===== config.mk =====
export PLATFORM = sky130hd
export DESIGN_NAME = act_top
export DESIGN_NICKNAME = d
export VERILOG_FILES = /design/src/rtl/act_pkg.sv /design/src/rtl/act_bc_div.sv /design/src/rtl/act_sat.sv /design/src/rtl/act_top.sv
export SDC_FILE = /design/constraint.sdc
export NUM_CORES = 1
export LEC_CHECK = 0
export BUFFER_PORTS_ARGS = -buffer_cell sky130_fd_sc_hd__buf_2
export CORE_ASPECT_RATIO = 0.8
export CORE_MARGIN = 10
export CORE_UTILIZATION = 32
export DETAILED_ROUTE_END_ITERATION = 10
export PLACE_DENSITY = 0.46
export SLEW_MARGIN = 5
export SYNTH_ARGS = -nofsm -noshare
export SYNTH_HDL_FRONTEND = slang
export SYNTH_SLANG_ARGS = --single-unit

===== constraint.sdc =====
create_clock -name clk_i -period 2.9 [get_ports clk_i]
set_input_delay 0.29 -clock clk_i [delete_from_list [all_inputs] [get_ports clk_i]]
set_output_delay 0.29 -clock clk_i [all_outputs]
set_load 0.1 [all_outputs]

===== src/rtl/act_pkg.sv =====
package act_pkg;

  // ---------------------------------------------------------------
  // Register map
  // ---------------------------------------------------------------
  localparam logic [3:0] ACT_OFS_CTRL   = 4'h0;
  localparam logic [3:0] ACT_OFS_STATUS = 4'h1;
  localparam logic [3:0] ACT_OFS_RESULT = 4'h2;
  localparam logic [3:0] ACT_OFS_SYSCFG = 4'h3;

  // ---------------------------------------------------------------
  // Control field positions and reset values
  // ---------------------------------------------------------------
  localparam int ACT_CTRL_BCS_HI  = 15;
  localparam int ACT_CTRL_BCS_LO  = 14;
  localparam int ACT_CTRL_STS_HI  = 13;
  localparam int ACT_CTRL_STS_LO  = 12;
  localparam int ACT_CTRL_RES8    = 11;
  localparam int ACT_CTRL_PCAL    = 10;
  localparam int ACT_CTRL_START   = 0;
  localparam logic [15:0] ACT_CTRL_RESET = 16'h0400;

  localparam int ACT_STAT_BUSY = 0;
  localparam int ACT_STAT_DONE = 1;
  localparam int ACT_STAT_CAL  = 2;
  localparam int ACT_SYSCFG_HALVE = 0;

  // ---------------------------------------------------------------
  // Basic clock divisors, indexed by the basic clock select field
  // ---------------------------------------------------------------
  localparam logic [4:0] ACT_DIV_SEL0 = 5'h04;
  localparam logic [4:0] ACT_DIV_SEL1 = 5'h02;
  localparam logic [4:0] ACT_DIV_SEL2 = 5'h10;
  localparam logic [4:0] ACT_DIV_SEL3 = 5'h08;

  // ---------------------------------------------------------------
  // Timing in basic clock periods and system clock periods
  // ---------------------------------------------------------------
  localparam logic [6:0] ACT_ST_BASE     = 7'h08;
  localparam logic [6:0] ACT_CORE10_PCAL = 7'h34;
  localparam logic [6:0] ACT_CORE8_PCAL  = 7'h2C;
  localparam logic [6:0] ACT_PCAL_SAVE   = 7'h0C;
  localparam logic [2:0] ACT_LOAD_SYS    = 3'h6;
  localparam int         ACT_CAL_MIN_BC  = 484;
  localparam int         ACT_CAL_MAX_BC  = 11696;

  localparam logic [9:0] ACT_RES_ZERO = 10'h000;
  localparam logic [9:0] ACT_RES_FULL = 10'h3FF;

  // ---------------------------------------------------------------
  // Conversion sequencer states
  // ---------------------------------------------------------------
  typedef enum logic [1:0] {
    ACT_IDLE,
    ACT_SAMPLE,
    ACT_CONVERT,
    ACT_LOAD
  } act_state_t;

endpackage : act_pkg


===== src/rtl/act_bc_div.sv =====
`timescale 1ns/10ps

module act_bc_div (
  input  wire logic       clk_i,
  input  wire logic       sys_rst_i,
  input  wire logic [1:0] sel_i,
  input  wire logic       restart_i,
  output logic            tick_o
);
  import act_pkg::*;

  logic [4:0] cnt_r;
  logic [4:0] cnt_nxt;
  logic       tick_r;
  logic       tick_nxt;
  logic [4:0] div;

  // Divisor lookup for the selected basic clock.
  always_comb begin
    case (sel_i)
      2'b00:   div = ACT_DIV_SEL0;
      2'b01:   div = ACT_DIV_SEL1;
      2'b10:   div = ACT_DIV_SEL2;
      default: div = ACT_DIV_SEL3;
    endcase
  end

  // Restart aligns the first tick exactly one period after a start.
  // The tick is registered one count early, so it is acted on at the period's last edge.
  always_comb begin
    cnt_nxt = cnt_r + 5'h01;
    if (restart_i || (cnt_r >= div - 5'h01)) begin
      cnt_nxt = 5'h00;
    end
    tick_nxt = (cnt_nxt == div - 5'h01);
  end

  // Registers of the divider.
  always_ff @(posedge clk_i or posedge sys_rst_i) begin
    if (sys_rst_i) begin
      cnt_r  <= 5'h00;
      tick_r <= 1'b0;
    end else begin
      cnt_r  <= cnt_nxt;
      tick_r <= tick_nxt;
    end
  end

  assign tick_o = tick_r;

endmodule : act_bc_div


===== src/rtl/act_sat.sv =====
`timescale 1ns/10ps

module act_sat (
  input  wire logic [9:0] code_i,
  input  wire logic       below_i,
  input  wire logic       above_i,
  input  wire logic       res8_i,
  output logic      [9:0] result_o
);
  import act_pkg::*;

  // Out-of-range inputs clamp; 8-bit results keep the upper bits.
  always_comb begin
    if (below_i) begin
      result_o = ACT_RES_ZERO;
    end else if (above_i) begin
      result_o = ACT_RES_FULL;
    end else if (res8_i) begin
      result_o = {code_i[9:2], 2'b00};
    end else begin
      result_o = code_i;
    end
  end

endmodule : act_sat


===== src/rtl/act_top.sv =====
// Local design decisions: the address-and-strobe port and the address map.
`timescale 1ns/10ps

module act_top #(
  parameter int CAL_BC = act_pkg::ACT_CAL_MIN_BC
) (
  input  wire logic        clk_i,
  input  wire logic        sys_rst_i,
  input  wire logic [3:0]  addr_i,
  input  wire logic [15:0] wdata_i,
  input  wire logic        wr_i,
  input  wire logic        rd_i,
  output logic      [15:0] rdata_o,
  input  wire logic [9:0]  ain_code_i,
  input  wire logic        ain_below_i,
  input  wire logic        ain_above_i,
  output logic             sample_o,
  output logic             busy_o,
  output logic             done_o,
  output logic             cal_active_o,
  output logic             cpu_clock_halve_o,
  output logic      [9:0]  result_o
);
  import act_pkg::*;

  // ---------------------------------------------------------------
  // Declarations
  // ---------------------------------------------------------------
  act_state_t  state_r;
  act_state_t  state_nxt;
  logic [15:0] ctrl_r;
  logic [15:0] ctrl_nxt;
  logic        halve_r;
  logic        halve_nxt;
  logic [6:0]  tick_cnt_r;
  logic [6:0]  tick_cnt_nxt;
  logic [2:0]  load_cnt_r;
  logic [2:0]  load_cnt_nxt;
  logic [13:0] cal_cnt_r;
  logic [13:0] cal_cnt_nxt;
  logic        cal_r;
  logic        cal_nxt;
  logic        busy_r;
  logic        busy_nxt;
  logic        done_r;
  logic        done_nxt;
  logic        sample_r;
  logic        sample_nxt;
  logic [9:0]  hold_r;
  logic [9:0]  hold_nxt;
  logic [9:0]  result_r;
  logic [9:0]  result_nxt;
  logic [15:0] rdata_r;
  logic [15:0] rdata_nxt;
  logic        bc_tick;
  logic        start_req;
  logic        load_fire;
  logic [6:0]  sample_bc;
  logic [6:0]  core_bc;
  logic [9:0]  sat_value;

  // ---------------------------------------------------------------
  // Basic clock generation
  // ---------------------------------------------------------------
  // A start restarts the divider so tick spacing counts from the start.
  act_bc_div u_div (
    .clk_i     (clk_i),
    .sys_rst_i (sys_rst_i),
    .sel_i     (ctrl_r[ACT_CTRL_BCS_HI:ACT_CTRL_BCS_LO]),
    .restart_i (start_req),
    .tick_o    (bc_tick)
  );

  // Saturation and result formatting of the sampled code.
  act_sat u_sat (
    .code_i   (ain_code_i),
    .below_i  (ain_below_i),
    .above_i  (ain_above_i),
    .res8_i   (ctrl_r[ACT_CTRL_RES8]),
    .result_o (sat_value)
  );

  // ---------------------------------------------------------------
  // Timing selection
  // ---------------------------------------------------------------
  // Sample length doubles with each step of the select field.
  always_comb begin
    sample_bc = ACT_ST_BASE << ctrl_r[ACT_CTRL_STS_HI:ACT_CTRL_STS_LO];
  end

  // Core length depends on resolution and post-calibration.
  always_comb begin
    if (ctrl_r[ACT_CTRL_RES8]) begin
      core_bc = ACT_CORE8_PCAL;
    end else begin
      core_bc = ACT_CORE10_PCAL;
    end
    if (!ctrl_r[ACT_CTRL_PCAL]) begin
      core_bc = core_bc - ACT_PCAL_SAVE;
    end
  end

  // A start is accepted only when no conversion is running.
  assign start_req = wr_i && (addr_i == ACT_OFS_CTRL) && wdata_i[ACT_CTRL_START]
                     && (state_r == ACT_IDLE);
  // The start write cycle is the first of the trailing system clocks.
  assign load_fire = (state_r == ACT_LOAD) && (load_cnt_r == ACT_LOAD_SYS - 3'h2);

  // ---------------------------------------------------------------
  // Conversion sequencer
  // ---------------------------------------------------------------
  // Sample and decide phases counted in basic clock ticks, load phase counted on the system clock.
  always_comb begin
    state_nxt    = state_r;
    tick_cnt_nxt = tick_cnt_r;
    load_cnt_nxt = load_cnt_r;
    sample_nxt   = sample_r;
    hold_nxt     = hold_r;
    result_nxt   = result_r;
    case (state_r)
      ACT_IDLE: begin
        if (start_req) begin
          state_nxt    = ACT_SAMPLE;
          tick_cnt_nxt = 7'h00;
          sample_nxt   = 1'b1;
        end
      end
      ACT_SAMPLE: begin
        if (bc_tick) begin
          if (tick_cnt_r == sample_bc - 7'h01) begin
            state_nxt    = ACT_CONVERT;
            tick_cnt_nxt = 7'h00;
            sample_nxt   = 1'b0;
            hold_nxt     = sat_value;
          end else begin
            tick_cnt_nxt = tick_cnt_r + 7'h01;
          end
        end
      end
      ACT_CONVERT: begin
        if (bc_tick) begin
          if (tick_cnt_r == core_bc - 7'h01) begin
            state_nxt    = ACT_LOAD;
            load_cnt_nxt = 3'h0;
          end else begin
            tick_cnt_nxt = tick_cnt_r + 7'h01;
          end
        end
      end
      ACT_LOAD: begin
        load_cnt_nxt = load_cnt_r + 3'h1;
        if (load_fire) begin
          state_nxt  = ACT_IDLE;
          result_nxt = hold_r;
        end
      end
      default: begin
        state_nxt  = ACT_IDLE;
        sample_nxt = 1'b0;
      end
    endcase
  end

  // Sequencer registers.
  always_ff @(posedge clk_i or posedge sys_rst_i) begin
    if (sys_rst_i) begin
      state_r    <= ACT_IDLE;
      tick_cnt_r <= 7'h00;
      load_cnt_r <= 3'h0;
      sample_r   <= 1'b0;
      hold_r     <= 10'h000;
      result_r   <= 10'h000;
    end else begin
      state_r    <= state_nxt;
      tick_cnt_r <= tick_cnt_nxt;
      load_cnt_r <= load_cnt_nxt;
      sample_r   <= sample_nxt;
      hold_r     <= hold_nxt;
      result_r   <= result_nxt;
    end
  end

  // ---------------------------------------------------------------
  // Reset calibration
  // ---------------------------------------------------------------
  // Counts basic clocks while idle; a conversion pauses it.
  always_comb begin
    cal_nxt     = cal_r;
    cal_cnt_nxt = cal_cnt_r;
    if (cal_r && bc_tick && (state_r == ACT_IDLE)) begin
      if (cal_cnt_r == 14'(CAL_BC - 1)) begin
        cal_nxt = 1'b0;
      end else begin
        cal_cnt_nxt = cal_cnt_r + 14'h0001;
      end
    end
  end

  // Calibration registers.
  always_ff @(posedge clk_i or posedge sys_rst_i) begin
    if (sys_rst_i) begin
      cal_r     <= 1'b1;
      cal_cnt_r <= 14'h0000;
    end else begin
      cal_r     <= cal_nxt;
      cal_cnt_r <= cal_cnt_nxt;
    end
  end

  // ---------------------------------------------------------------
  // Status flags
  // ---------------------------------------------------------------
  // Busy follows a start; done sets on load and a set beats a clear.
  always_comb begin
    busy_nxt = busy_r;
    done_nxt = done_r;
    if (wr_i && (addr_i == ACT_OFS_STATUS) && wdata_i[ACT_STAT_DONE]) begin
      done_nxt = 1'b0;
    end
    if (start_req) begin
      busy_nxt = 1'b1;
    end
    if (load_fire) begin
      busy_nxt = 1'b0;
      done_nxt = 1'b1;
    end
  end

  // Status registers.
  always_ff @(posedge clk_i or posedge sys_rst_i) begin
    if (sys_rst_i) begin
      busy_r <= 1'b0;
      done_r <= 1'b0;
    end else begin
      busy_r <= busy_nxt;
      done_r <= done_nxt;
    end
  end

  // ---------------------------------------------------------------
  // Register port
  // ---------------------------------------------------------------
  // Writes to control and system configuration; start bit is not stored.
  always_comb begin
    ctrl_nxt  = ctrl_r;
    halve_nxt = halve_r;
    if (wr_i && (addr_i == ACT_OFS_CTRL)) begin
      ctrl_nxt = wdata_i & 16'hFFFE;
    end
    if (wr_i && (addr_i == ACT_OFS_SYSCFG)) begin
      halve_nxt = wdata_i[ACT_SYSCFG_HALVE];
    end
  end

  // Read data appear in the cycle after the read strobe only.
  always_comb begin
    rdata_nxt = 16'h0000;
    if (rd_i) begin
      case (addr_i)
        ACT_OFS_CTRL:   rdata_nxt = ctrl_r;
        ACT_OFS_STATUS: rdata_nxt = {13'h0, cal_r, done_r, busy_r};
        ACT_OFS_RESULT: rdata_nxt = {6'h00, result_r};
        ACT_OFS_SYSCFG: rdata_nxt = {15'h0, halve_r};
        default:        rdata_nxt = 16'h0000;
      endcase
    end
  end

  // Register port state.
  always_ff @(posedge clk_i or posedge sys_rst_i) begin
    if (sys_rst_i) begin
      ctrl_r  <= ACT_CTRL_RESET;
      halve_r <= 1'b0;
      rdata_r <= 16'h0000;
    end else begin
      ctrl_r  <= ctrl_nxt;
      halve_r <= halve_nxt;
      rdata_r <= rdata_nxt;
    end
  end

  // ---------------------------------------------------------------
  // Outputs
  // ---------------------------------------------------------------
  assign rdata_o           = rdata_r;
  assign sample_o          = sample_r;
  assign busy_o            = busy_r;
  assign done_o            = done_r;
  assign cal_active_o      = cal_r;
  assign cpu_clock_halve_o = halve_r;
  assign result_o          = result_r;

endmodule : act_top


* Word level (Yosys, flattened, before mapping)
Cells that the tools add are included.
** Cells by class
- Add/subtract/negate cells :: 8
- $mul :: 0
- Div/mod/pow operators :: 0
- Order comparisons :: 1
- Eq/ne operators :: 20
- Shift operators :: 1
- Multiplexer cells :: 32
- Bitwise gates (word level) :: 1
- Reduce and logical (&&, ||, !) cells :: 26
** Operators by type and width (count)
- one-hot mux 16 bit (4 select lines) :: 1
- 2-to-1 mux 7 bit :: 6
- one-hot mux 7 bit (3 select lines) :: 1
- 2-to-1 mux 10 bit :: 2
- 2-to-1 mux 16 bit :: 1
- one-hot mux 5 bit (3 select lines) :: 1
- adder 14 x 1 -> 14 bit, second input constant :: 1
- == test 14 x 9 -> 1 bit, second input constant :: 1
- == test 7 bit :: 2
- 2-to-1 mux 2 bit :: 7
- subtractor 7 x 1 -> 7 bit, second input constant :: 2
- 2-to-1 mux 5 bit :: 2
- logical AND 1 bit :: 9
- == test 4 x 2 -> 1 bit, second input constant :: 2
- != test 2 bit, second input constant :: 4
- one-hot mux 2 bit (4 select lines) :: 1
- nonzero test 2 bit :: 4
- adder 7 x 1 -> 7 bit, second input constant :: 1
- << shifter 4 x 2 -> 7 bit, first input constant :: 1
- subtractor 7 x 4 -> 7 bit, second input constant :: 1
- == test 2 bit, second input constant :: 3
- 2-to-1 mux 1 bit :: 6
- 2-to-1 mux 3 bit :: 2
- != test 2 x 1 -> 1 bit, second input constant :: 3
- other kinds (20) :: 25
** Word-level totals
- Register bits after elaboration :: 88
- Latch bits :: 0
- RAM bits :: 0
- Memory bits (read-only) :: 0
- Bits of input ports :: 36
- Output and inout bits :: 31
- Memories :: 0

* Logic depth before layout (Yosys ltp)
- Word-level depth :: 8
- Depth in mapped cells :: 8
- Depth with buffers taken out :: 7

* Hierarchy
Synthesis repeated with hierarchy kept, for this count alone.
** Second synthesis, totals
- Cells, all modules :: 413
- Area total of the unflattened synthesis :: 4355.4 um^2
** Modules (own cells, without submodules)
- act_top :: instances 1, cells an instance 341, area an instance 3782.4 um^2, seq. area each 2054.5 um^2
- act_bc_div :: instances 1, cells an instance 49, area an instance 462.9 um^2, seq. area each 150.1 um^2
- act_sat :: instances 1, cells an instance 23, area an instance 110.1 um^2, seq. area each 0.0 um^2

* Worst setup path before layout
OpenSTA, ideal clock, no wires.
- Path type :: flip-flop to flip-flop
- Start :: register ctrl_r[10]
- End :: register state_r[1]
- Setup time :: 0.128 ns
- Arrival :: 1.925 ns
- Data required time :: 2.772 ns
- Path slack :: 0.847 ns
- Cell stages (with the launch flop) :: 8
- Cell sequence :: dfstp_2 -> inv_1 -> ha_1 -> xnor2_2 -> a2111oi_2 -> a31o_2 -> o211ai_1 -> mux2_1
** On the way
- Word-level cells in the longest chain between the ends :: 5
** RTL lines
- from (decl) :: RTL line act_top.sv:31 : logic [15:0] ctrl_r;
- from (signal assigned) :: RTL line act_top.sv:276 : ctrl_r <= ctrl_nxt;
- 2-to-1 mux 7 bit :: RTL line act_top.sv:98 : if (!ctrl_r[ACT_CTRL_PCAL]) begin
- subtractor 7 x 1 -> 7 bit :: RTL line act_top.sv:142 : if (tick_cnt_r == core_bc - 7'h01) begin
- == test 7 bit :: RTL line act_top.sv:142
- != test 2 bit (no source line)
- AND reduction 6 bit (no source line)
- to (signal assigned) :: RTL line act_top.sv:174 : state_r <= state_nxt;
- to (decl) :: RTL line act_top.sv:29 : act_state_t state_r;
Every way passes these cells.
A chain may end at the register's enable or synchronous reset.

* Final worst setup path
- Start :: register ctrl_r[10]
- End :: register tick_cnt_r[4]
** On the way
- Word-level cells in the longest chain between the ends :: 5
** RTL lines
- 2-to-1 mux 7 bit :: RTL line act_top.sv:98
- subtractor 7 x 1 -> 7 bit :: RTL line act_top.sv:142
- == test 7 bit :: RTL line act_top.sv:142
- != test 2 bit (no source line)
- AND reduction 5 bit (no source line)
- to (signal assigned) :: RTL line act_top.sv:175 : tick_cnt_r <= tick_cnt_nxt;
- to (decl) :: RTL line act_top.sv:35 : logic [6:0] tick_cnt_r;
Every way passes these cells.

==> reports/results.ini <==
[final_layout]
fin_nets = 497
final_core_util_pct = 39.1
seqCellArea_sq_um = 2200
final_cell_mix = 86 x dfrtp_1, 66 x buf_2, 43 x nor2_1
multiInputGateArea_sq_um = 1840
mostFrequentLayoutCell = dfrtp_1
fin_area_sq_um = 5010
synthToLayoutAreaGrowth_pct = 19.6
diodes = 0
drive_gt1_share_pct = 28.4
nFillCells = 1273

[placed_design]
port_buffers = 66
hpwlAfterDp_um = 7210
dpl_cell_area_sq_um = 4700
gp_congestion = 0.769

[yosys]
synth_cell_types = 54
synthCells = 378
synth_nets = 429
async_flop_share_pct = 100
synthMuxAreaShare_pct = 10.7
synth-simple-area-share_pct = 14.6
ys_seq_area_share_pct = 52.6
netlist_area_sq_um = 4190
synth_ff_type = dfrtp_1
synth_edf_count = 0
synth_seq_cells = 88
synth_area_per_cell_sq_um = 11.1
synth_top_family_by_area = simple AND/OR/NAND/NOR gates
yosys_warnings = 0
synth-compound-area-share_pct = 9.82
synth_xor_area_share_pct = 4.15
synthAdderAreaFrac_pct = 4.48

[worst_hold_path]
holdCritPathClass = input pin to flop
hold-path-cell-count = 2
min_from = wdata_i[7]
hold_end = ctrl_r[7]$_DFFE_PP0N_

[sta]
skew_ns = 0.00638
layout_min_cycle_time_ns = 2.33
max_slew_margin_pct = 57.2
tns_ns = 0
finalMaxSlewViolations = 0
finalSetupViolCount = 0
rsz0062_at_grt = no
finalCritPeriodShare_pct = 80.2
max_freq_ghz = 0.430
hold_viol = 0
tightest_slew_ns = 0.641

[clocking]
cts_tree = done
clk_latency_ns = 0.34
clk_path_buf_depth = 2
cts_buffers = 9
cts_resized = 0
clk_pin_slew_worst_paths_ns = 0.07
htreeDepth = 3
cts_setup_buffers = 0
clkSinkCount = 88
cts-root-buf = clkbuf_16

[worst_setup_path]
cp_max_fo = 9
worstPathArrival_ns = 2.54
rrSetupSlack_ns = 0.57
crit_path_start_kind = flop
cp.required_ns = 3.11
crit_type = flop to flop
reg2reg_to = tick_cnt_r[4]$_DFFE_PP0P_
rr_worst_depth = 7
worst_setup_path_end_kind = flop
r2r_start = ctrl_r[10]$_DFFE_PP1N_

[drt]
vias = 2992
ant_nets = 0
drt-total-wl_um = 10100
first_pass_iters = 4
first_iter_violations = 127
viasPerCell = 4.78
drc_errors = 0
drt-wirelength-per-cell_um = 16.1

[run_status]
status = finished, final reports clean

[floorplanning]
chipWidth_um = 148
ios = 67
die_h_um = 122
core.rowCount = 37
dieArea_sq_um = 18100
coreArea_sq_um = 12800
initial_core_util_pct = 32.7

[power_and_ir_drop]
ir_drop_mv = 0.647
power_density_nw_per_um2 = 934
power_leakage_nw = 2.41

[global_route]
grt_pass1_wl_um = 16500
grt_use_total_pct = 11.4
grt_max_degree = 70
antenna_found_initial = 0
grt_overflow = 0
grt_pass1_vias = 3081

[flow_run]
drv_cap = 0

-- worst max-delay path by stage --
stage,startpoint,cells past startpoint,to,slack [ns]
after floorplan,sys_rst_i,1,busy_o$_DFFE_PP0P_,0.33
after global placement,ctrl_r[10]$_DFFE_PP1N_,7,tick_cnt_r[4]$_DFFE_PP0P_,0.61
after detailed placement,ctrl_r[10]$_DFFE_PP1N_,7,tick_cnt_r[4]$_DFFE_PP0P_,0.57
after CTS,ctrl_r[10]$_DFFE_PP1N_,7,tick_cnt_r[4]$_DFFE_PP0P_,0.55
after global routing,ctrl_r[10]$_DFFE_PP1N_,7,tick_cnt_r[4]$_DFFE_PP0P_,0.41
final,ctrl_r[10]$_DFFE_PP1N_,7,tick_cnt_r[4]$_DFFE_PP0P_,0.57
-- final cells by class --
| cell class | instances | share of cell area, % |
|---|---|---|
| Sequential cell | 88 | 44.0 |
| Clock inverter | 6 | 1.35 |
| Multi-Input combinational cell | 257 | 36.6 |
| Timing Repair Buffer | 71 | 7.64 |
| Clock buffer | 10 | 4.57 |
| Inverter | 19 | 1.45 |
| Tap cell | 175 | 4.37 |
-- kinds of logic (layout without fill, tap and decap cells) --
kind of cell / after synthesis / in the layout
AO/OA/AOI/OAI: 55 / 55
XOR/XNOR: 19 / 19
adder cells (fa/ha/maj): 15 / 15
buffers and inverters: 33 / 106
flip-flops: 88 / 88
multiplexers: 41 / 41
other: 1 / 1
AND/OR/NAND/NOR: 126 / 126
-- worst max-delay path, stage by stage (launching register included) --
cell and delay [ns]:
dfstp_2 0.57, inv_1 0.06, ha_1 0.22, xnor2_2 0.14, a2111oi_2 0.39, a311o_1 0.44
nand3b_4 0.26, o311ai_2 0.11
-- stage by stage --
| stage | hold slack (ns) | instances | power (mW) | setup slack, ns |
|---|---|---|---|---|
| 6_report | 0.178 | 626 | 4.68 | 0.574 |
| 3_3_place_gp | 0.279 | 609 | 3.51 | 0.607 |
| 4_1_cts | 0.163 | 626 | 4.74 | 0.549 |
| 5_1_grt | 0.169 | 626 | 4.96 | 0.410 |
| 3_5_place_dp | 0.282 | 609 | 3.54 | 0.573 |
| 2_1_floorplan | 0.434 | 378 | 3.19 | 0.335 |
-- synthesized netlist by cell type (6+ instances only) --
| library cell | count | area, sq um |
|---|---|---|
| ha_1 | 15 | 188 |
| xor2_1 | 12 | 105 |
| nand4_1 | 6 | 37.5 |
| inv_1 | 19 | 71.3 |
| mux2i_1 | 11 | 110 |
| nand2_1 | 32 | 120 |
| dfrtp_1 | 86 | 2150 |
| nor2_1 | 43 | 161 |
| mux2_2 | 29 | 327 |
| o31ai_1 | 12 | 90.1 |
| a21oi_1 | 9 | 45.0 |
| xnor2_1 | 6 | 52.6 |
| nand3_1 | 12 | 60.1 |
| nor3_1 | 6 | 30.0 |
-- power breakdown --
part | internal (mW) | switching (mW) | leakage [nW] | total [mW]
clock | 0.673 | 0.493 | 0.139 | 1.17
combinational | 0.560 | 1.23 | 1.16 | 1.79
sequential | 1.47 | 0.252 | 1.11 | 1.72
total | 2.70 | 1.97 | 2.41 | 4.68
-- state kept, by name, indices dropped and copies added, names as in the netlist --
signal	count
tick_cnt_r	7
cpu_clock_halve_o	1
hold_r	10
u_div.cnt_r	5
rdata_o	16
busy_o	1
cal_cnt_r	14
done_o	1
state_r	2
cal_active_o	1
sample_o	1
ctrl_r	15
result_o	10
u_div.tick_o	1
load_cnt_r	3
-- layer usage --
metal | GRT usage [%] | vias to the layer above | routed length [um]
li1 | - | 1446 | -
met1 | 15.0 | 1485 | 4840
met2 | 17.9 | 52 | 4770
met3 | 3.46 | 9 | 383
met4 | 3.58 | 0 | 105
met5 | 0 | - | 0
-- what timing repair did --
item | in CTS | in global routing
hold endpoints to repair | 19 | 0
hold buffers | 1 | 0
endpoints found under the setup margin | 0 | 0
Note: power is estimated with default switching activity, not from simulation.
